`src/shared/tpc_pkg.sv`:
```
// constants, register map and mode encodings for the pwm/carrier timer
// assumes a single core clock; the count clock arrives as a same-domain enable pulse
//
// Notes on behaviour
// counting starts within one count clock of enable
// interval match clears, toggles output, pulses irq
// disable forces irq and output to default
// software never rewrites period compare in pwm
// pwm period match clears, irq, active, duty next
// pwm duty match goes inactive, no clear
// pwm cycle n+1, duty (m+1)/(n+1)
// pwm start masks one count clock, inactive
// pwm disable gives default irq, inactive output
// duty write applied at old match, three clocks
// software keeps duty below period, 8-bit
// software rewrites duty compare before each restart
// carrier: period low width, duty high width
// carrier shown only while envelope gate open
// gate 0 low; select picks high or carrier
// gate bit double-buffered, active bit read-only
// envelope irq synchronised into transfer strobe
// gate copied two count clocks after strobe
// software spaces gate buffer writes two clocks
// disable stops and zeroes counter
// mode bits unchanged while running
// interval period is n+1 count clocks
// idle output level follows software bit
package tpc_pkg;
   // register byte offsets
   localparam logic [7:0] TPC_MODE_OFS     = 8'h00;
   localparam logic [7:0] TPC_PERIOD_OFS   = 8'h04;
   localparam logic [7:0] TPC_DUTY_OFS     = 8'h08;
   localparam logic [7:0] TPC_CARRIER_OFS  = 8'h0c;
   localparam logic [7:0] TPC_COUNT_OFS    = 8'h10;
   // mode register fields
   localparam int TPC_RUN_BIT      = 7;
   localparam int TPC_CKS_HI_BIT   = 6;
   localparam int TPC_CKS_LO_BIT   = 4;
   localparam int TPC_MODE_HI_BIT  = 3;
   localparam int TPC_MODE_LO_BIT  = 2;
   localparam int TPC_LEVEL_BIT    = 1;
   localparam int TPC_OUT_EN_BIT   = 0;
   // carrier control fields
   localparam int TPC_SELECT_BIT   = 2;
   localparam int TPC_GATE_BUF_BIT = 1;
   localparam int TPC_GATE_ACT_BIT = 0;
   // reset values
   localparam logic [7:0] TPC_MODE_RST    = 8'h00;
   localparam logic [7:0] TPC_CMP_RST     = 8'h00;
   localparam logic [2:0] TPC_CARRIER_RST = 3'h0;
   // timing in count clocks
   localparam logic [1:0] TPC_DUTY_SETTLE = 2'h3;
   localparam logic [1:0] TPC_GATE_DELAY  = 2'h2;
   // operating modes
   localparam logic [1:0] TPC_MODE_INTERVAL = 2'h0;
   localparam logic [1:0] TPC_MODE_CARRIER  = 2'h1;
   localparam logic [1:0] TPC_MODE_PWM      = 2'h2;
   // which compare is armed
   typedef enum logic [1:0] {
      TPC_CMP_PERIOD = 2'b01,
      TPC_CMP_DUTY   = 2'b10
   } tpc_cmp_type;
endpackage
```
`src/hw/tpc_count_tick.sv`:
```
// count clock enable generator: one core cycle pulse per selected count period
// assumes the core clock is the prescaler source; selection is stable while running
`timescale 1ns/10ps
`default_nettype none
module tpc_count_tick (
   // clock and reset
   input  wire logic       core_clk_in,
   input  wire logic       rst_n_in,
   // control
   input  wire logic       run_in,
   input  wire logic [2:0] select_in,
   // tick
   output logic            tick_out
);
   logic [11:0] div_q;
   logic [11:0] mask;

   // divider mask per selection; codes 4 and above fall back to the slowest core ratio
   always_comb begin
      case (select_in)
         3'h0:    mask = 12'h000;
         3'h1:    mask = 12'h003;
         3'h2:    mask = 12'h00f;
         3'h3:    mask = 12'h03f;
         default: mask = 12'hfff;
      endcase
   end

   // divider restarts with run so the first tick lands within one count period
   always_ff @(posedge core_clk_in) begin
      if (!rst_n_in || !run_in) begin
         div_q <= 12'h000;
      end else begin
         div_q <= (div_q == mask) ? 12'h000 : div_q + 12'h001;
      end
   end

   assign tick_out = run_in && (div_q == mask);
endmodule
`default_nettype wire

```
`src/hw/tpc_timer.sv`:
```
// 8-bit compare timer with interval, pwm and infrared carrier output modes
// assumes envelope_timer_irq_in is asynchronous and wider than one count clock
//
// Chosen here: the address-and-strobe port and the register addresses.
`timescale 1ns/10ps
`default_nettype none
module tpc_timer (
   // clock and reset
   input  wire logic       core_clk_in,
   input  wire logic       rst_n_in,
   // register port
   input  wire logic [7:0] reg_addr_in,
   input  wire logic [7:0] reg_wdata_in,
   input  wire logic       reg_wr_in,
   input  wire logic       reg_rd_in,
   output logic [7:0]      reg_rdata_out,
   // envelope timer
   input  wire logic       envelope_timer_irq_in,
   // outputs
   output logic            timer_out_pin_out,
   output logic            timer_out_oe_out,
   output logic            match_irq_out,
   output logic            envelope_sync_strobe_out
);
   import tpc_pkg::*;

   ////////////////////////////////////////////////////////////////////////////
   // registers
   logic [7:0]  mode_q;
   logic [7:0]  period_compare_q;
   logic [7:0]  duty_compare_q;
   logic [7:0]  duty_pending_q;
   logic        duty_pending_valid_q;
   logic [1:0]  duty_age_q;
   logic        remote_output_select_q;
   logic        gate_buffer_bit_q;
   logic        gate_active_bit_q;
   logic [7:0]  count_q;
   logic        started_q;
   tpc_cmp_type cmp_sel_q;
   logic        out_q;
   logic        irq_q;
   logic [7:0]  rdata_q;
   logic [2:0]  env_sync_q;
   logic        env_level_q;
   logic        strobe_q;
   logic [1:0]  gate_delay_q;
   logic        carrier_q;

   logic        count_run_enable;
   logic        idle_output_level;
   logic [1:0]  op_mode;
   logic [2:0]  count_clk_select;
   logic        tick;
   logic        wr_mode;
   logic        wr_period;
   logic        wr_duty;
   logic        wr_carrier;
   logic        period_hit;
   logic        duty_hit;
   logic        env_rise;

   assign count_run_enable  = mode_q[TPC_RUN_BIT];
   assign idle_output_level = mode_q[TPC_LEVEL_BIT];
   assign op_mode           = {mode_q[TPC_MODE_HI_BIT], mode_q[TPC_MODE_LO_BIT]};
   assign count_clk_select  = mode_q[TPC_CKS_HI_BIT:TPC_CKS_LO_BIT];

   // address decode
   assign wr_mode    = reg_wr_in && (reg_addr_in == TPC_MODE_OFS);
   assign wr_period  = reg_wr_in && (reg_addr_in == TPC_PERIOD_OFS);
   assign wr_duty    = reg_wr_in && (reg_addr_in == TPC_DUTY_OFS);
   assign wr_carrier = reg_wr_in && (reg_addr_in == TPC_CARRIER_OFS);

   ////////////////////////////////////////////////////////////////////////////
   // count clock enable
   tpc_count_tick u_tick (
      .core_clk_in (core_clk_in),
      .rst_n_in    (rst_n_in),
      .run_in      (count_run_enable),
      .select_in   (count_clk_select),
      .tick_out    (tick)
   );

   // mode register; software keeps other bits steady while running
   always_ff @(posedge core_clk_in) begin
      if (!rst_n_in) begin
         mode_q <= TPC_MODE_RST;
      end else if (wr_mode) begin
         mode_q <= reg_wdata_in;
      end
   end

   // period compare; never rewritten in pwm/carrier while running
   always_ff @(posedge core_clk_in) begin
      if (!rst_n_in) begin
         period_compare_q <= TPC_CMP_RST;
      end else if (wr_period) begin
         period_compare_q <= reg_wdata_in;
      end
   end

   ////////////////////////////////////////////////////////////////////////////
   // duty compare with latched update while running
   // the written value waits in a shadow so the live compare never jumps mid-cycle
   always_ff @(posedge core_clk_in) begin
      if (!rst_n_in) begin
         duty_compare_q       <= TPC_CMP_RST;
         duty_pending_q       <= TPC_CMP_RST;
         duty_pending_valid_q <= 1'b0;
         duty_age_q           <= 2'h0;
      end else if (wr_duty) begin
         duty_pending_q       <= reg_wdata_in;
         duty_age_q           <= 2'h0;
         duty_pending_valid_q <= count_run_enable;
         if (!count_run_enable) begin
            duty_compare_q <= reg_wdata_in; // stopped: takes effect at once
         end
      end else if (duty_pending_valid_q && tick) begin
         if (duty_hit && duty_age_q == TPC_DUTY_SETTLE) begin
            duty_compare_q       <= duty_pending_q;
            duty_pending_valid_q <= 1'b0;
         end else if (duty_age_q != TPC_DUTY_SETTLE) begin
            duty_age_q <= duty_age_q + 2'h1;
         end
      end
   end

   ////////////////////////////////////////////////////////////////////////////
   // carrier control: select and gate buffer are software bits
   always_ff @(posedge core_clk_in) begin
      if (!rst_n_in) begin
         remote_output_select_q <= TPC_CARRIER_RST[TPC_SELECT_BIT];
         gate_buffer_bit_q      <= TPC_CARRIER_RST[TPC_GATE_BUF_BIT];
      end else if (wr_carrier) begin
         remote_output_select_q <= reg_wdata_in[TPC_SELECT_BIT];
         gate_buffer_bit_q      <= reg_wdata_in[TPC_GATE_BUF_BIT];
      end
   end

   // envelope irq through three flops; a change counts once stages two and three agree
   always_ff @(posedge core_clk_in) begin
      if (!rst_n_in) begin
         env_sync_q  <= 3'h0;
         env_level_q <= 1'b0;
      end else begin
         env_sync_q <= {env_sync_q[1:0], envelope_timer_irq_in};
         if (env_sync_q[1] == env_sync_q[2]) begin
            env_level_q <= env_sync_q[2];
         end
      end
   end

   // transfer strobe aligned to the count clock; driven out on envelope_sync_strobe_out, never an irq source
   always_ff @(posedge core_clk_in) begin
      if (!rst_n_in) begin
         strobe_q <= 1'b0;
      end else if (tick) begin
         strobe_q <= env_level_q;
      end
   end

   assign env_rise = tick && env_level_q && !strobe_q;

   // gate copy two count clocks after the strobe rises
   always_ff @(posedge core_clk_in) begin
      if (!rst_n_in) begin
         gate_delay_q      <= 2'h0;
         gate_active_bit_q <= 1'b0;
      end else if (env_rise) begin
         gate_delay_q <= 2'h1;
      end else if (tick && gate_delay_q != 2'h0) begin
         if (gate_delay_q == TPC_GATE_DELAY) begin
            gate_active_bit_q <= gate_buffer_bit_q;
            gate_delay_q      <= 2'h0;
         end else begin
            gate_delay_q <= gate_delay_q + 2'h1;
         end
      end
   end

   ////////////////////////////////////////////////////////////////////////////
   // counter and compare sequencing
   assign period_hit = (cmp_sel_q == TPC_CMP_PERIOD) && (count_q == period_compare_q);
   assign duty_hit   = (op_mode != TPC_MODE_INTERVAL) && (cmp_sel_q == TPC_CMP_DUTY)
                       && (count_q == duty_compare_q);

   // counter; pwm and carrier mask the first count clock after enable
   always_ff @(posedge core_clk_in) begin
      if (!rst_n_in || !count_run_enable) begin
         count_q   <= 8'h00;
         started_q <= 1'b0;
         cmp_sel_q <= TPC_CMP_PERIOD;
      end else if (tick) begin
         if (!started_q && op_mode != TPC_MODE_INTERVAL) begin
            started_q <= 1'b1;
         end else if (period_hit) begin
            started_q <= 1'b1;
            count_q   <= 8'h00;
            if (op_mode != TPC_MODE_INTERVAL) begin
               cmp_sel_q <= TPC_CMP_DUTY;
            end
         end else if (duty_hit) begin
            cmp_sel_q <= TPC_CMP_PERIOD;
            if (op_mode == TPC_MODE_CARRIER) begin
               count_q <= 8'h00;
            end else begin
               count_q <= count_q + 8'h01;
            end
         end else begin
            started_q <= 1'b1;
            count_q   <= count_q + 8'h01;
         end
      end
   end

   // match irq: one core-cycle pulse on period match, or on any carrier match
   // a stop write clears it on its own edge so no late pulse follows the stop
   always_ff @(posedge core_clk_in) begin
      if (!rst_n_in || !count_run_enable || (wr_mode && !reg_wdata_in[TPC_RUN_BIT])) begin
         irq_q <= 1'b0;
      end else begin
         irq_q <= tick && started_q && (period_hit ||
                  (duty_hit && op_mode == TPC_MODE_CARRIER));
      end
   end

   // wave level: toggle in interval, set/clear in pwm and carrier
   always_ff @(posedge core_clk_in) begin
      if (!rst_n_in || !count_run_enable) begin
         out_q     <= 1'b0;
         carrier_q <= 1'b0;
      end else if (tick && started_q) begin
         case (op_mode)
            TPC_MODE_INTERVAL: begin
               if (period_hit) begin
                  out_q <= !out_q;
               end
            end
            TPC_MODE_PWM: begin
               if (period_hit) begin
                  out_q <= 1'b1;
               end else if (duty_hit) begin
                  out_q <= 1'b0;
               end
            end
            TPC_MODE_CARRIER: begin
               if (period_hit) begin
                  carrier_q <= 1'b1;
               end else if (duty_hit) begin
                  carrier_q <= 1'b0;
               end
            end
            default: begin
               out_q <= out_q;
            end
         endcase
      end
   end

   ////////////////////////////////////////////////////////////////////////////
   // pin: idle level sets the inactive polarity in every mode
   // trade-off: the carrier is gated directly by the active bit and run, so a gate close can cut it mid-high
   logic pin_level;
   always_comb begin
      pin_level = 1'b0;
      if (op_mode == TPC_MODE_CARRIER) begin
         if (!gate_active_bit_q || !count_run_enable) begin
            pin_level = 1'b0;
         end else if (remote_output_select_q) begin
            pin_level = carrier_q;
         end else begin
            pin_level = 1'b1;
         end
      end else begin
         pin_level = out_q && count_run_enable;
      end
   end

   assign timer_out_pin_out        = pin_level ^ idle_output_level;
   assign timer_out_oe_out         = mode_q[TPC_OUT_EN_BIT];
   assign match_irq_out            = irq_q;
   assign envelope_sync_strobe_out = strobe_q;

   ////////////////////////////////////////////////////////////////////////////
   // read port: data in the cycle after the strobe, unmapped reads zero
   always_ff @(posedge core_clk_in) begin
      if (!rst_n_in) begin
         rdata_q <= 8'h00;
      end else if (reg_rd_in) begin
         case (reg_addr_in)
            TPC_MODE_OFS:    rdata_q <= mode_q;
            TPC_PERIOD_OFS:  rdata_q <= period_compare_q;
            TPC_DUTY_OFS:    rdata_q <= duty_compare_q;
            TPC_CARRIER_OFS: rdata_q <= {5'h00, remote_output_select_q,
                                         gate_buffer_bit_q, gate_active_bit_q};
            TPC_COUNT_OFS:   rdata_q <= count_q;
            default:         rdata_q <= 8'h00;
         endcase
      end else begin
         rdata_q <= 8'h00;
      end
   end

   assign reg_rdata_out = rdata_q;
endmodule
`default_nettype wire

```
`config.mk`:
```
export PLATFORM = sky130hd
export DESIGN_NAME = tpc_timer
export DESIGN_NICKNAME = d
export VERILOG_FILES = /design/src/shared/tpc_pkg.sv /design/src/hw/tpc_count_tick.sv /design/src/hw/tpc_timer.sv
export SDC_FILE = /design/constraint.sdc
export NUM_CORES = 1
export LEC_CHECK = 0
export BUFFER_PORTS_ARGS = -buffer_cell sky130_fd_sc_hd__buf_2
export CAP_MARGIN = 30
export CORE_MARGIN = 2
export CORE_UTILIZATION = 55
export CTS_BUF_LIST = sky130_fd_sc_hd__clkbuf_4 sky130_fd_sc_hd__clkbuf_8
export CTS_CLUSTER_DIAMETER = 50
export CTS_CLUSTER_SIZE = 14
export DETAILED_ROUTE_END_ITERATION = 10
export PLACE_DENSITY_LB_ADDON = 0.05
export SETUP_SLACK_MARGIN = 0.2
export SYNTH_ARGS = -nofsm -noshare
export SYNTH_HDL_FRONTEND = slang
export SYNTH_HIERARCHICAL = 1
export SYNTH_SLANG_ARGS = --single-unit
```
`constraint.sdc`:
```
create_clock -name core_clk_in -period 5.61 [get_ports core_clk_in]
set_input_delay 1.122 -clock core_clk_in [delete_from_list [all_inputs] [get_ports core_clk_in]]
set_output_delay 1.122 -clock core_clk_in [all_outputs]
set_load 0.01 [all_outputs]
```
After elaboration in Yosys (flattened, before gate mapping)
Cells that the tools add are included.
Word-level totals
  output and inout port bits: 12
  flip-flop bits (word level): 79
  input port bits: 21
Operators by class
  equality and inequality tests: 23
  muxes and demuxes: 28
  reduce and logical (&&, ||, !) cells: 53
  bitwise gates (word level): 5
  add/sub/neg operators: 4
Operator list (count)
  $mux W8: 7
  $pmux W12 S4: 1
  $pmux W8 S5: 1
  $logic_and A1 B1 Y1: 19
  $eq A8 B4 Y1 const B: 2
  $eq A8 B8 Y1: 2
  $mux W1: 14
  $reduce_bool A2 Y1: 7
  $add A12 B1 Y12 const B: 1
  $eq A12 B12 Y1: 1
  $reduce_and A3 Y1: 4
  $add A8 B1 Y8 const B: 1
  $eq A2 B2 Y1 const B: 4
  $eq A8 B3 Y1 const B: 1
  $eq A8 B5 Y1 const B: 1
  $logic_not A8 Y1: 1
  $mux W2: 4
  $reduce_and A2 Y1: 4
  $reduce_and A4 Y1: 2
  $logic_not A1 Y1: 7
  $eq A3 B2 Y1 const B: 2
  $ne A2 B2 Y1 const B: 3
  $reduce_or A2 Y1: 3
  $add A2 B1 Y2 const B: 2
  12 further kinds: 19

Longest topological paths before layout
Gate-level depths: netlist of the first run.
  word-level depth: 8
  gate-level depth with buffers: 10

Modules after synthesis
Netlist of the first run, hierarchy kept.
Modules (own cells, without submodules)
  tpc_timer: seq. area each 1341.3 µm², times used 1, cells each 369, area each 3318.2 µm²
  tpc_count_tick: seq. area each 240.2 µm², times used 1, cells each 72, area each 636.9 µm²

Least setup slack after synthesis of the first run
No wires, ideal clock.
  path type: input to register
  start: input port reg_addr_in[1]
  end: register period_compare_q[0]
  path slack: 2.929 ns
  arrival time: 2.565 ns
  stages on the path: 7
  required time: 5.494 ns
  buffers on the path: 1
  setup time: 0.116 ns
  path through: or4_4 > or2_4 > nor2_8 > and3_4 > buf_12 > mux2i_1 > nor2b_1
On the way
  longest elaborated chain between the ends: 2
RTL lines
  from (decl): line tpc_timer.sv:12  | input wire logic [7:0] reg_addr_in,
  $eq A8 B3 Y1: line tpc_timer.sv:70  | assign wr_period = reg_wr_in && (reg_addr_in == TPC_PERIOD_OFS);
  $logic_and A1 B1 Y1: line tpc_timer.sv:70
  to (signal assigned): line tpc_timer.sv:98  | period_compare_q <= reg_wdata_in;
  to (decl): line tpc_timer.sv:30  | logic [7:0] period_compare_q;
No other way between the ends.
A chain may end at the register's enable or synchronous reset.

Worst setup path after layout of the first run
  start: input port reg_addr_in[1]
  end: register irq_q, in the netlist match_irq_out
On the way
  longest elaborated chain between the ends: 4
RTL lines
  $logic_not A8 Y1: line tpc_timer.sv:69  | assign wr_mode = reg_wr_in && (reg_addr_in == TPC_MODE_OFS);
  $logic_and A1 B1 Y1: line tpc_timer.sv:69
  $logic_and A1 B1 Y1: line tpc_timer.sv:219  | if (!rst_n_in || !count_run_enable || (wr_mode && !reg_wdata_in[TPC_RUN_BIT])) begin
  $logic_or A1 B1 Y1: line tpc_timer.sv:219
  to (signal assigned): line tpc_timer.sv:222  | irq_q <= tick && started_q && (period_hit ||
  to (decl): line tpc_timer.sv:42  | logic irq_q;
No other way between the ends.

==> summary.txt, run 1 <==
Die
  • Initial Util: 0.576
  • Row cnt: 30
  • Die Y: 88.8 um
  • Io pins: 33
  • Core area: 6870 um2
  • Die Wd: 88.8 um
  • Die ar.: 7890 um2

Routing
  • Drt initial violations: 283
  • DR DRC count: 0
  • Total wire length: 8930 um
  • Wire per inst: 15.9 um
  • Final ANT Viol Nets: 0
  • Pre-Repair DR Iteration Count: 5
  • Vias/cell: 5.74
  • Via Count: 3234

Min path
  • Worst hold path type: flip-flop to flip-flop
  • Hold worst-path end: env_sync_q[1]$_SDFF_PN0_
  • HP Start: env_sync_q[0]$_SDFF_PN0_
  • Hold depth: 1

GRT
  • Overflow after GRT: 0
  • Initial antenna violation count: 0
  • Largest net degree at the start of global routing: 50
  • GRT Util Overall: 0.238
  • Global-route wire length before repair: 14200 um
  • Vias in the first global route: 2855

Clocking
  • Total CTS buffers: 9
  • # clock sinks: 79
  • CTS Hold Bufs: 0
  • Worst-Skew Late Latency: 350 ps
  • Root Buffer Master: clkbuf_8
  • CTS resizes: 0
  • Clock-pin slew on the worst setup and hold paths: 90 ps
  • TritonCTS clock tree: built
  • Clock Path Buffers: 2
  • CTS H-tree depth: 3
  • Postcts setup bufs: 0

Run status
  • Outcome: completed

Worst setup path
  • CP Buf/Inv Count: 1
  • Reg-to-reg startpoint: u_tick/div_q[8]$_SDFF_PP0_
  • CP Max Fanout: 12
  • Worst setup EP type: flip-flop
  • Biggest cell delay along the critical path: 520 ps
  • R2R setup slack: 2790 ps
  • Slowest-stage cell, CP: or4_4
  • Top delay family on crit path: simple AND/OR/NAND/NOR gates
  • CP arrival: 3150 ps
  • Required time worst endpoint: 5850 ps
  • Critical path, cell by cell: buf_2 > or4_4 > or2_4 > nor4_4 > nand2_1 > nor2_1 > nor4_1
  • Critical R2R Capture: duty_compare_q[7]$_SDFFE_PN0P_
  • Startpoint Class: input port
  • R2R depth: 7
  • Kind of critical path: input port to flip-flop

Place
  • RePlAce Congestion: 0.898
  • Place WS: 2390 ps
  • Hpwl dp: 6300 um
  • Placed Area: 4120 um2
  • PortBufs: 32

Final layout
  • Design Area, Final: 4340 um2
  • Syn-to-layout area delta: 9.78%
  • Most common cell after layout, fill and taps aside: dfxtp_1
  • Most frequent cells in the layout: 79 x dfxtp_1, 50 x nand2_1, 32 x buf_2
  • Core Util, Final: 0.632
  • NumNets Final: 486
  • Layout cells sized above 1: 0.154
  • # diodes: 0

Timing
  • Hold Vio Cnt, Final: 0
  • Fmax: 344 MHz
  • Setup Skew: 9.84 ps
  • Tcrit/Tclk final: 0.518
  • Worst Tran Pin Value: 763 ps
  • Final worst setup slack: 2700 ps
  • Setup TNS: 0 ps
  • Max-slew violations: 0
  • Post-route minimum period: 2910 ps
  • Setup violations, final: 0
  • Rel. slew slack: 0.491
  • Final hold slack: 441 ps
  • Unrepaired setup endpoints after global routing: no

Power
  • Clock share of power: 0.443
  • Share of power burned in registers: 0.523
  • Switching portion of total power: 0.215
  • Leakage: 1.64 nW
  • Peak supply drop: 0.000228 V
  • Comb power frac: 0.034
  • Pint: 0.000844 W
  • NetSw: 0.000231 W
  • Power density cells: 248 nW/um2

Yosys
  • Post-synth cell types: 52
  • Cells after synthesis: 441
  • Synthesized flop and latch total: 79
  • Syn avg cell area: 8.97 um2
  • Synth warn: 6
  • Seq/Total Area, Yosys: 0.400
  • Post-synth top area share: 0.400
  • Synth area leader: dfxtp_1
  • Top post-synthesis cells by area: dfxtp_1 40%, mux2i_1 7.1%, nand2_1 4.7%
  • Mapped cell area: 3960 um2
  • Synth Net Count: 465

Flow run
  • Max-Cap Viols: 0
==> cells by family (layout without fill, tap and decap cells) <==
| group | Yosys count | count (layout) | synth area share |
|---|---|---|---|
| flip-flops | 79 | 79 | 0.400 |
| multiplexers | 39 | 39 | 0.102 |
| AND/OR/NAND/NOR | 175 | 175 | 0.242 |
| AO/OA/AOI/OAI | 91 | 91 | 0.151 |
| buffers and inverters | 26 | 52 | 0.0342 |
| XOR/XNOR | 28 | 28 | 0.0620 |
| adder cells (fa/ha/maj) | 3 | 3 | 0.00949 |
==> worst reg2reg max path: cells and delay by family (launching register included) <==
family	cells	cell delay [ps]
AOI/OAI and AO/OA	2	590
DFF	1	350
muxes	1	350
and+or+nand+nor	4	1400
==> cell usage after synthesis, drive strengths merged <==
master	count
nand2	50
and3	8
nand3	21
or4	2
and4	3
buf	9
and2b	1
nor3	11
nor2b	20
xnor2	14
a21boi	18
nand4	8
o32a	1
dfxtp	79
nor4	5
or2	1
nor4b	2
xor2	14
o21a	2
a211oi	6
nand4b	1
a22o	9
ha	3
nand2b	2
nand3b	1
o21ai	28
a21oi	18
mux2i	28
a22oi	8
inv	4
nor3b	1
o2111ai	1
or2b	1
mux2	11
and2	9
nor2	28
clkbuf	13
==> final cells by class <==
cell class                 count  area, um2
clock inverter                 5       81.3
sequential                    79       1580
multi-input combinational    336       2240
inverter                       4       15.0
tap                           96        120
fill                         609       2530
timing repair buffer          32        160
clock buffer                  11        145
==> sequential cells by signal, summed over array words and instances, names as in the netlist, 2 cells and up <==
register          cells
reg_rdata_out         8
env_sync_q            3
duty_age_q            2
duty_pending_q        8
duty_compare_q        8
gate_delay_q          2
mode_q                8
u_tick/div_q         12
cmp_sel_q             2
count_q               8
period_compare_q      8
==> worst max path at each step <==
stage                               startpoint                               end  slack, ps  cells after the start
floorplan                       reg_addr_in[1]  period_compare_q[0]$_SDFFE_PN0P_       2930                      7
global placement                reg_addr_in[1]          match_irq_out$_SDFF_PP0_       2430                      7
detailed placement              reg_addr_in[1]          match_irq_out$_SDFF_PP0_       2390                      7
CTS                             reg_addr_in[1]          match_irq_out$_SDFF_PP0_       2760                      7
global route        u_tick/div_q[8]$_SDFF_PP0_    duty_compare_q[0]$_SDFFE_PN0P_       2530                      7
finish                          reg_addr_in[1]          match_irq_out$_SDFF_PP0_       2700                      7
==> metrics by stage <==
step           cells  power, W
6_report         563   0.00108
5_1_grt          563   0.00111
4_1_cts          563   0.00108
3_5_place_dp     547  0.000611
3_3_place_gp     547  0.000611
2_1_floorplan    441  0.000596
==> power by group through the flow <==
stage               sequential [W]  combinational, W  clock [W]
finish                    0.000562         0.0000362   0.000477
global route              0.000562         0.0000395   0.000509
CTS                       0.000562         0.0000360   0.000486
detailed placement        0.000576         0.0000359          0
global placement          0.000575         0.0000357          0
floorplan                 0.000575         0.0000209          0
==> routing by layer <==
layer	global-route usage	routed length [um]	vias to the layer above
met5	0	0	-
met2	0.353	3960	106
met3	0.0597	545	13
met4	0.0744	121	0
li1	-	-	1601
met1	0.342	4300	1514
Power figures use the tool's default switching activity.
==> inputs of run 2 (changes only) <==
==> constraint.sdc (replaced) <==
create_clock -name core_clk_in -period 2.9 [get_ports core_clk_in]
set_input_delay 0.58 -clock core_clk_in [delete_from_list [all_inputs] [get_ports core_clk_in]]
set_output_delay 0.58 -clock core_clk_in [all_outputs]
set_load 0.01 [all_outputs]
==> summary.txt, run 2 (synthesis results as in run 1) <==
Min path
  • Hold depth: 2 (was 1)
  • Worst hold path type: input port to flip-flop (was flip-flop to flip-flop)
  • HP Start: envelope_timer_irq_in (was env_sync_q[0]$_SDFF_PN0_)
  • Hold worst-path end: env_sync_q[0]$_SDFF_PN0_ (was env_sync_q[1]$_SDFF_PN0_)

Worst setup path
  • CP arrival: 2720 ps (was 3150 ps)
  • Critical path, cell by cell: nor3_2 > nor4b_1 > o32a_4 > and3_2 > o21ai_0 > nor2_1 > a22o_1 (was buf_2 > or4_4 > or2_4 > nor4_4 > nand2_1 > nor2_1 > nor4_1)
  • Startpoint Class: flip-flop (was input port)
  • R2R depth: 7 (unchanged)
  • Required time worst endpoint: 3190 ps (was 5850 ps)
  • R2R setup slack: 470 ps (was 2790 ps)
  • Biggest cell delay along the critical path: 420 ps (was 520 ps)
  • Reg-to-reg startpoint: mode_q[5]$_SDFFE_PN0N_ (was u_tick/div_q[8]$_SDFF_PP0_)
  • Critical R2R Capture: count_q[6]$_SDFFE_PP0P_ (was duty_compare_q[7]$_SDFFE_PN0P_)
  • Worst setup EP type: flip-flop (unchanged)
  • CP Max Fanout: 8 (was 12)
  • Kind of critical path: flip-flop to flip-flop (was input port to flip-flop)
  • Slowest-stage cell, CP: nor2_1 (was or4_4)

Final layout
  • # diodes: 0 (unchanged)
  • Most frequent cells in the layout: 79 x dfxtp_1, 50 x nand2_1, 32 x buf_2 (unchanged)
  • Layout fillers: 628 (was 609)
  • Syn-to-layout area delta: 11.4% (was 9.78%)
  • Register area: 1580 um2 (unchanged)
  • Layout cells sized above 1: 0.170 (was 0.154)
  • Most common cell after layout, fill and taps aside: dfxtp_1 (unchanged)
  • Core Util, Final: 0.641 (was 0.632)
  • NumNets Final: 495 (was 486)
  • Multi-input gate area: 2240 um2 (unchanged)
  • Biggest register: u_tick/div_q (unchanged)
  • Largest register FFs: 12 (unchanged)

Timing
  • Setup violations, final: 0 (unchanged)
  • Max-slew violations: 0 (unchanged)
  • Setup TNS: 0 ps (unchanged)
  • Tcrit/Tclk final: 0.838
  • Unrepaired setup endpoints after global routing: no (unchanged)
  • Fmax: 411 MHz
  • Hold Vio Cnt, Final: 0 (unchanged)
  • Setup Skew: 11.1 ps (was 9.84 ps)
  • Worst Tran Pin Value: 609 ps (was 763 ps)
  • Rel. slew slack: 0.590 (was 0.491)
  • Post-route minimum period: 2430 ps

Routing
  • Final ANT Viol Nets: 0 (unchanged)
  • Vias/cell: 5.63 (was 5.74)
  • DR DRC count: 0 (unchanged)
  • Total wire length: 9020 um (was 8930 um)
  • Wire per inst: 15.8 um (was 15.9 um)
  • Via Count: 3218 (was 3234)
  • Drt initial violations: 197 (was 283)
  • Pre-Repair DR Iteration Count: 4 (was 5)

Power
  • Power, Total: 0.00207 W (was 0.00108 W)
  • NetSw: 0.000446 W (was 0.000231 W)
  • Power density cells: 469 nW/um2 (was 248 nW/um2)
  • Share of power burned in registers: 0.526 (was 0.523)
  • Comb power frac: 0.035 (was 0.034)
  • Pint: 0.00162 W (was 0.000844 W)
  • Switching portion of total power: 0.216 (was 0.215)
  • Peak supply drop: 0.000385 V (was 0.000228 V)
  • Leakage: 1.69 nW (was 1.64 nW)
  • Clock share of power: 0.439 (was 0.443)

Place
  • Hpwl dp: 6560 um (was 6300 um)
  • RePlAce Congestion: 0.848 (was 0.898)
  • PortBufs: 32 (unchanged)

Clocking
  • # clock sinks: 79 (unchanged)
  • Clock Path Buffers: 2 (unchanged)
  • Root Buffer Master: clkbuf_8 (unchanged)
  • Worst-Skew Late Latency: 350 ps (about the same)
  • Postcts setup bufs: 0 (unchanged)
  • CTS H-tree depth: 3 (unchanged)
  • Total CTS buffers: 9 (unchanged)
  • Clock-pin slew on the worst setup and hold paths: 80 ps (was 90 ps)
  • TritonCTS clock tree: built (unchanged)
  • CTS Hold Bufs: 0 (unchanged)
  • CTS resizes: 0 (unchanged)

Die
  • Initial Util: 0.576 (unchanged)
  • Core area: 6870 um2 (unchanged)
  • Row cnt: 30 (unchanged)
  • Io pins: 33 (unchanged)
  • Die ar.: 7890 um2 (unchanged)
  • Die Y: 88.8 um (unchanged)
  • Die Wd: 88.8 um (unchanged)

Flow run
  • Max-Cap Viols: 0 (unchanged)

GRT
  • Largest net degree at the start of global routing: 41 (was 50)
  • Overflow after GRT: 0 (unchanged)
  • GRT Util Overall: 0.246 (was 0.238)
  • Vias in the first global route: 3004 (was 2855)
  • Global-route wire length before repair: 14900 um (was 14200 um)
  • Initial antenna violation count: 0 (unchanged)

Run status
  • Outcome: completed (unchanged)
-- run 2: cell types whose count changed in the layout (fill, tap and decap cells not counted), sizes merged --
cell and delta:
buf +9, clkinv +2, clkbuf -1, clkinvlp -1
-- run 2: worst max-delay path: cells and delay by family, from the launching register on --
kind | cells | cell delay [ps]
AO/OA/AOI/OAI | 3 | 760
flip-flops | 1 | 390
AND/OR/NAND/NOR | 4 | 1230
-- run 2: worst max path at each step --
stage,from,to,slack [ps]
6_report,mode_q[5]$_SDFFE_PN0N_,count_q[6]$_SDFFE_PP0P_,470
5_1_grt,mode_q[5]$_SDFFE_PN0N_,count_q[6]$_SDFFE_PP0P_,290
4_1_cts,mode_q[5]$_SDFFE_PN0N_,count_q[6]$_SDFFE_PP0P_,500
3_5_place_dp,reg_addr_in[1],duty_compare_q[0]$_SDFFE_PN0P_,310
3_3_place_gp,reg_addr_in[1],duty_compare_q[0]$_SDFFE_PN0P_,360
2_1_floorplan,mode_q[5]$_SDFFE_PN0N_,duty_compare_q[0]$_SDFFE_PN0P_,710
-- run 2: cell type report --
class | count | share of cell area
Multi-Input combinational cell | 336 | 0.508
Clock inverter | 6 | 0.0190
Tap cell | 96 | 0.0273
Inverter | 4 | 0.00341
Timing Repair Buffer | 41 | 0.0517
Clock buffer | 10 | 0.0313
Sequential cell | 79 | 0.359
-- run 2: power by group through the flow --
stage	registers [W]	logic, W	clock network, W
after floorplan	0.00111	0.0000403	0
after global placement	0.00111	0.0000706	0
after detailed placement	0.00111	0.0000723	0
after CTS	0.00109	0.0000726	0.000922
after global routing	0.00109	0.0000786	0.000958
final	0.00109	0.0000729	0.000906
-- run 2: through the flow --
stage | instances | area, um2 | hold WS, ps | setup slack, ps
finish | 572 | 4400 | 429 | 469
global route | 572 | 4400 | 444 | 288
CTS | 572 | 4400 | 420 | 499
detailed placement | 556 | 4180 | 423 | 309
global placement | 556 | 4180 | 414 | 364
floorplan | 441 | 3960 | 412 | 708
-- run 2: per-layer routing --
| metal | GRT usage | wire, um | part of all wire |
|---|---|---|---|
| met2 | 0.387 | 4010 | 0.44 |
| met5 | 0 | 0 | 0 |
| met3 | 0.0354 | 512 | 0.057 |
| met1 | 0.351 | 4370 | 0.48 |
| met4 | 0.0758 | 130 | 0.014 |
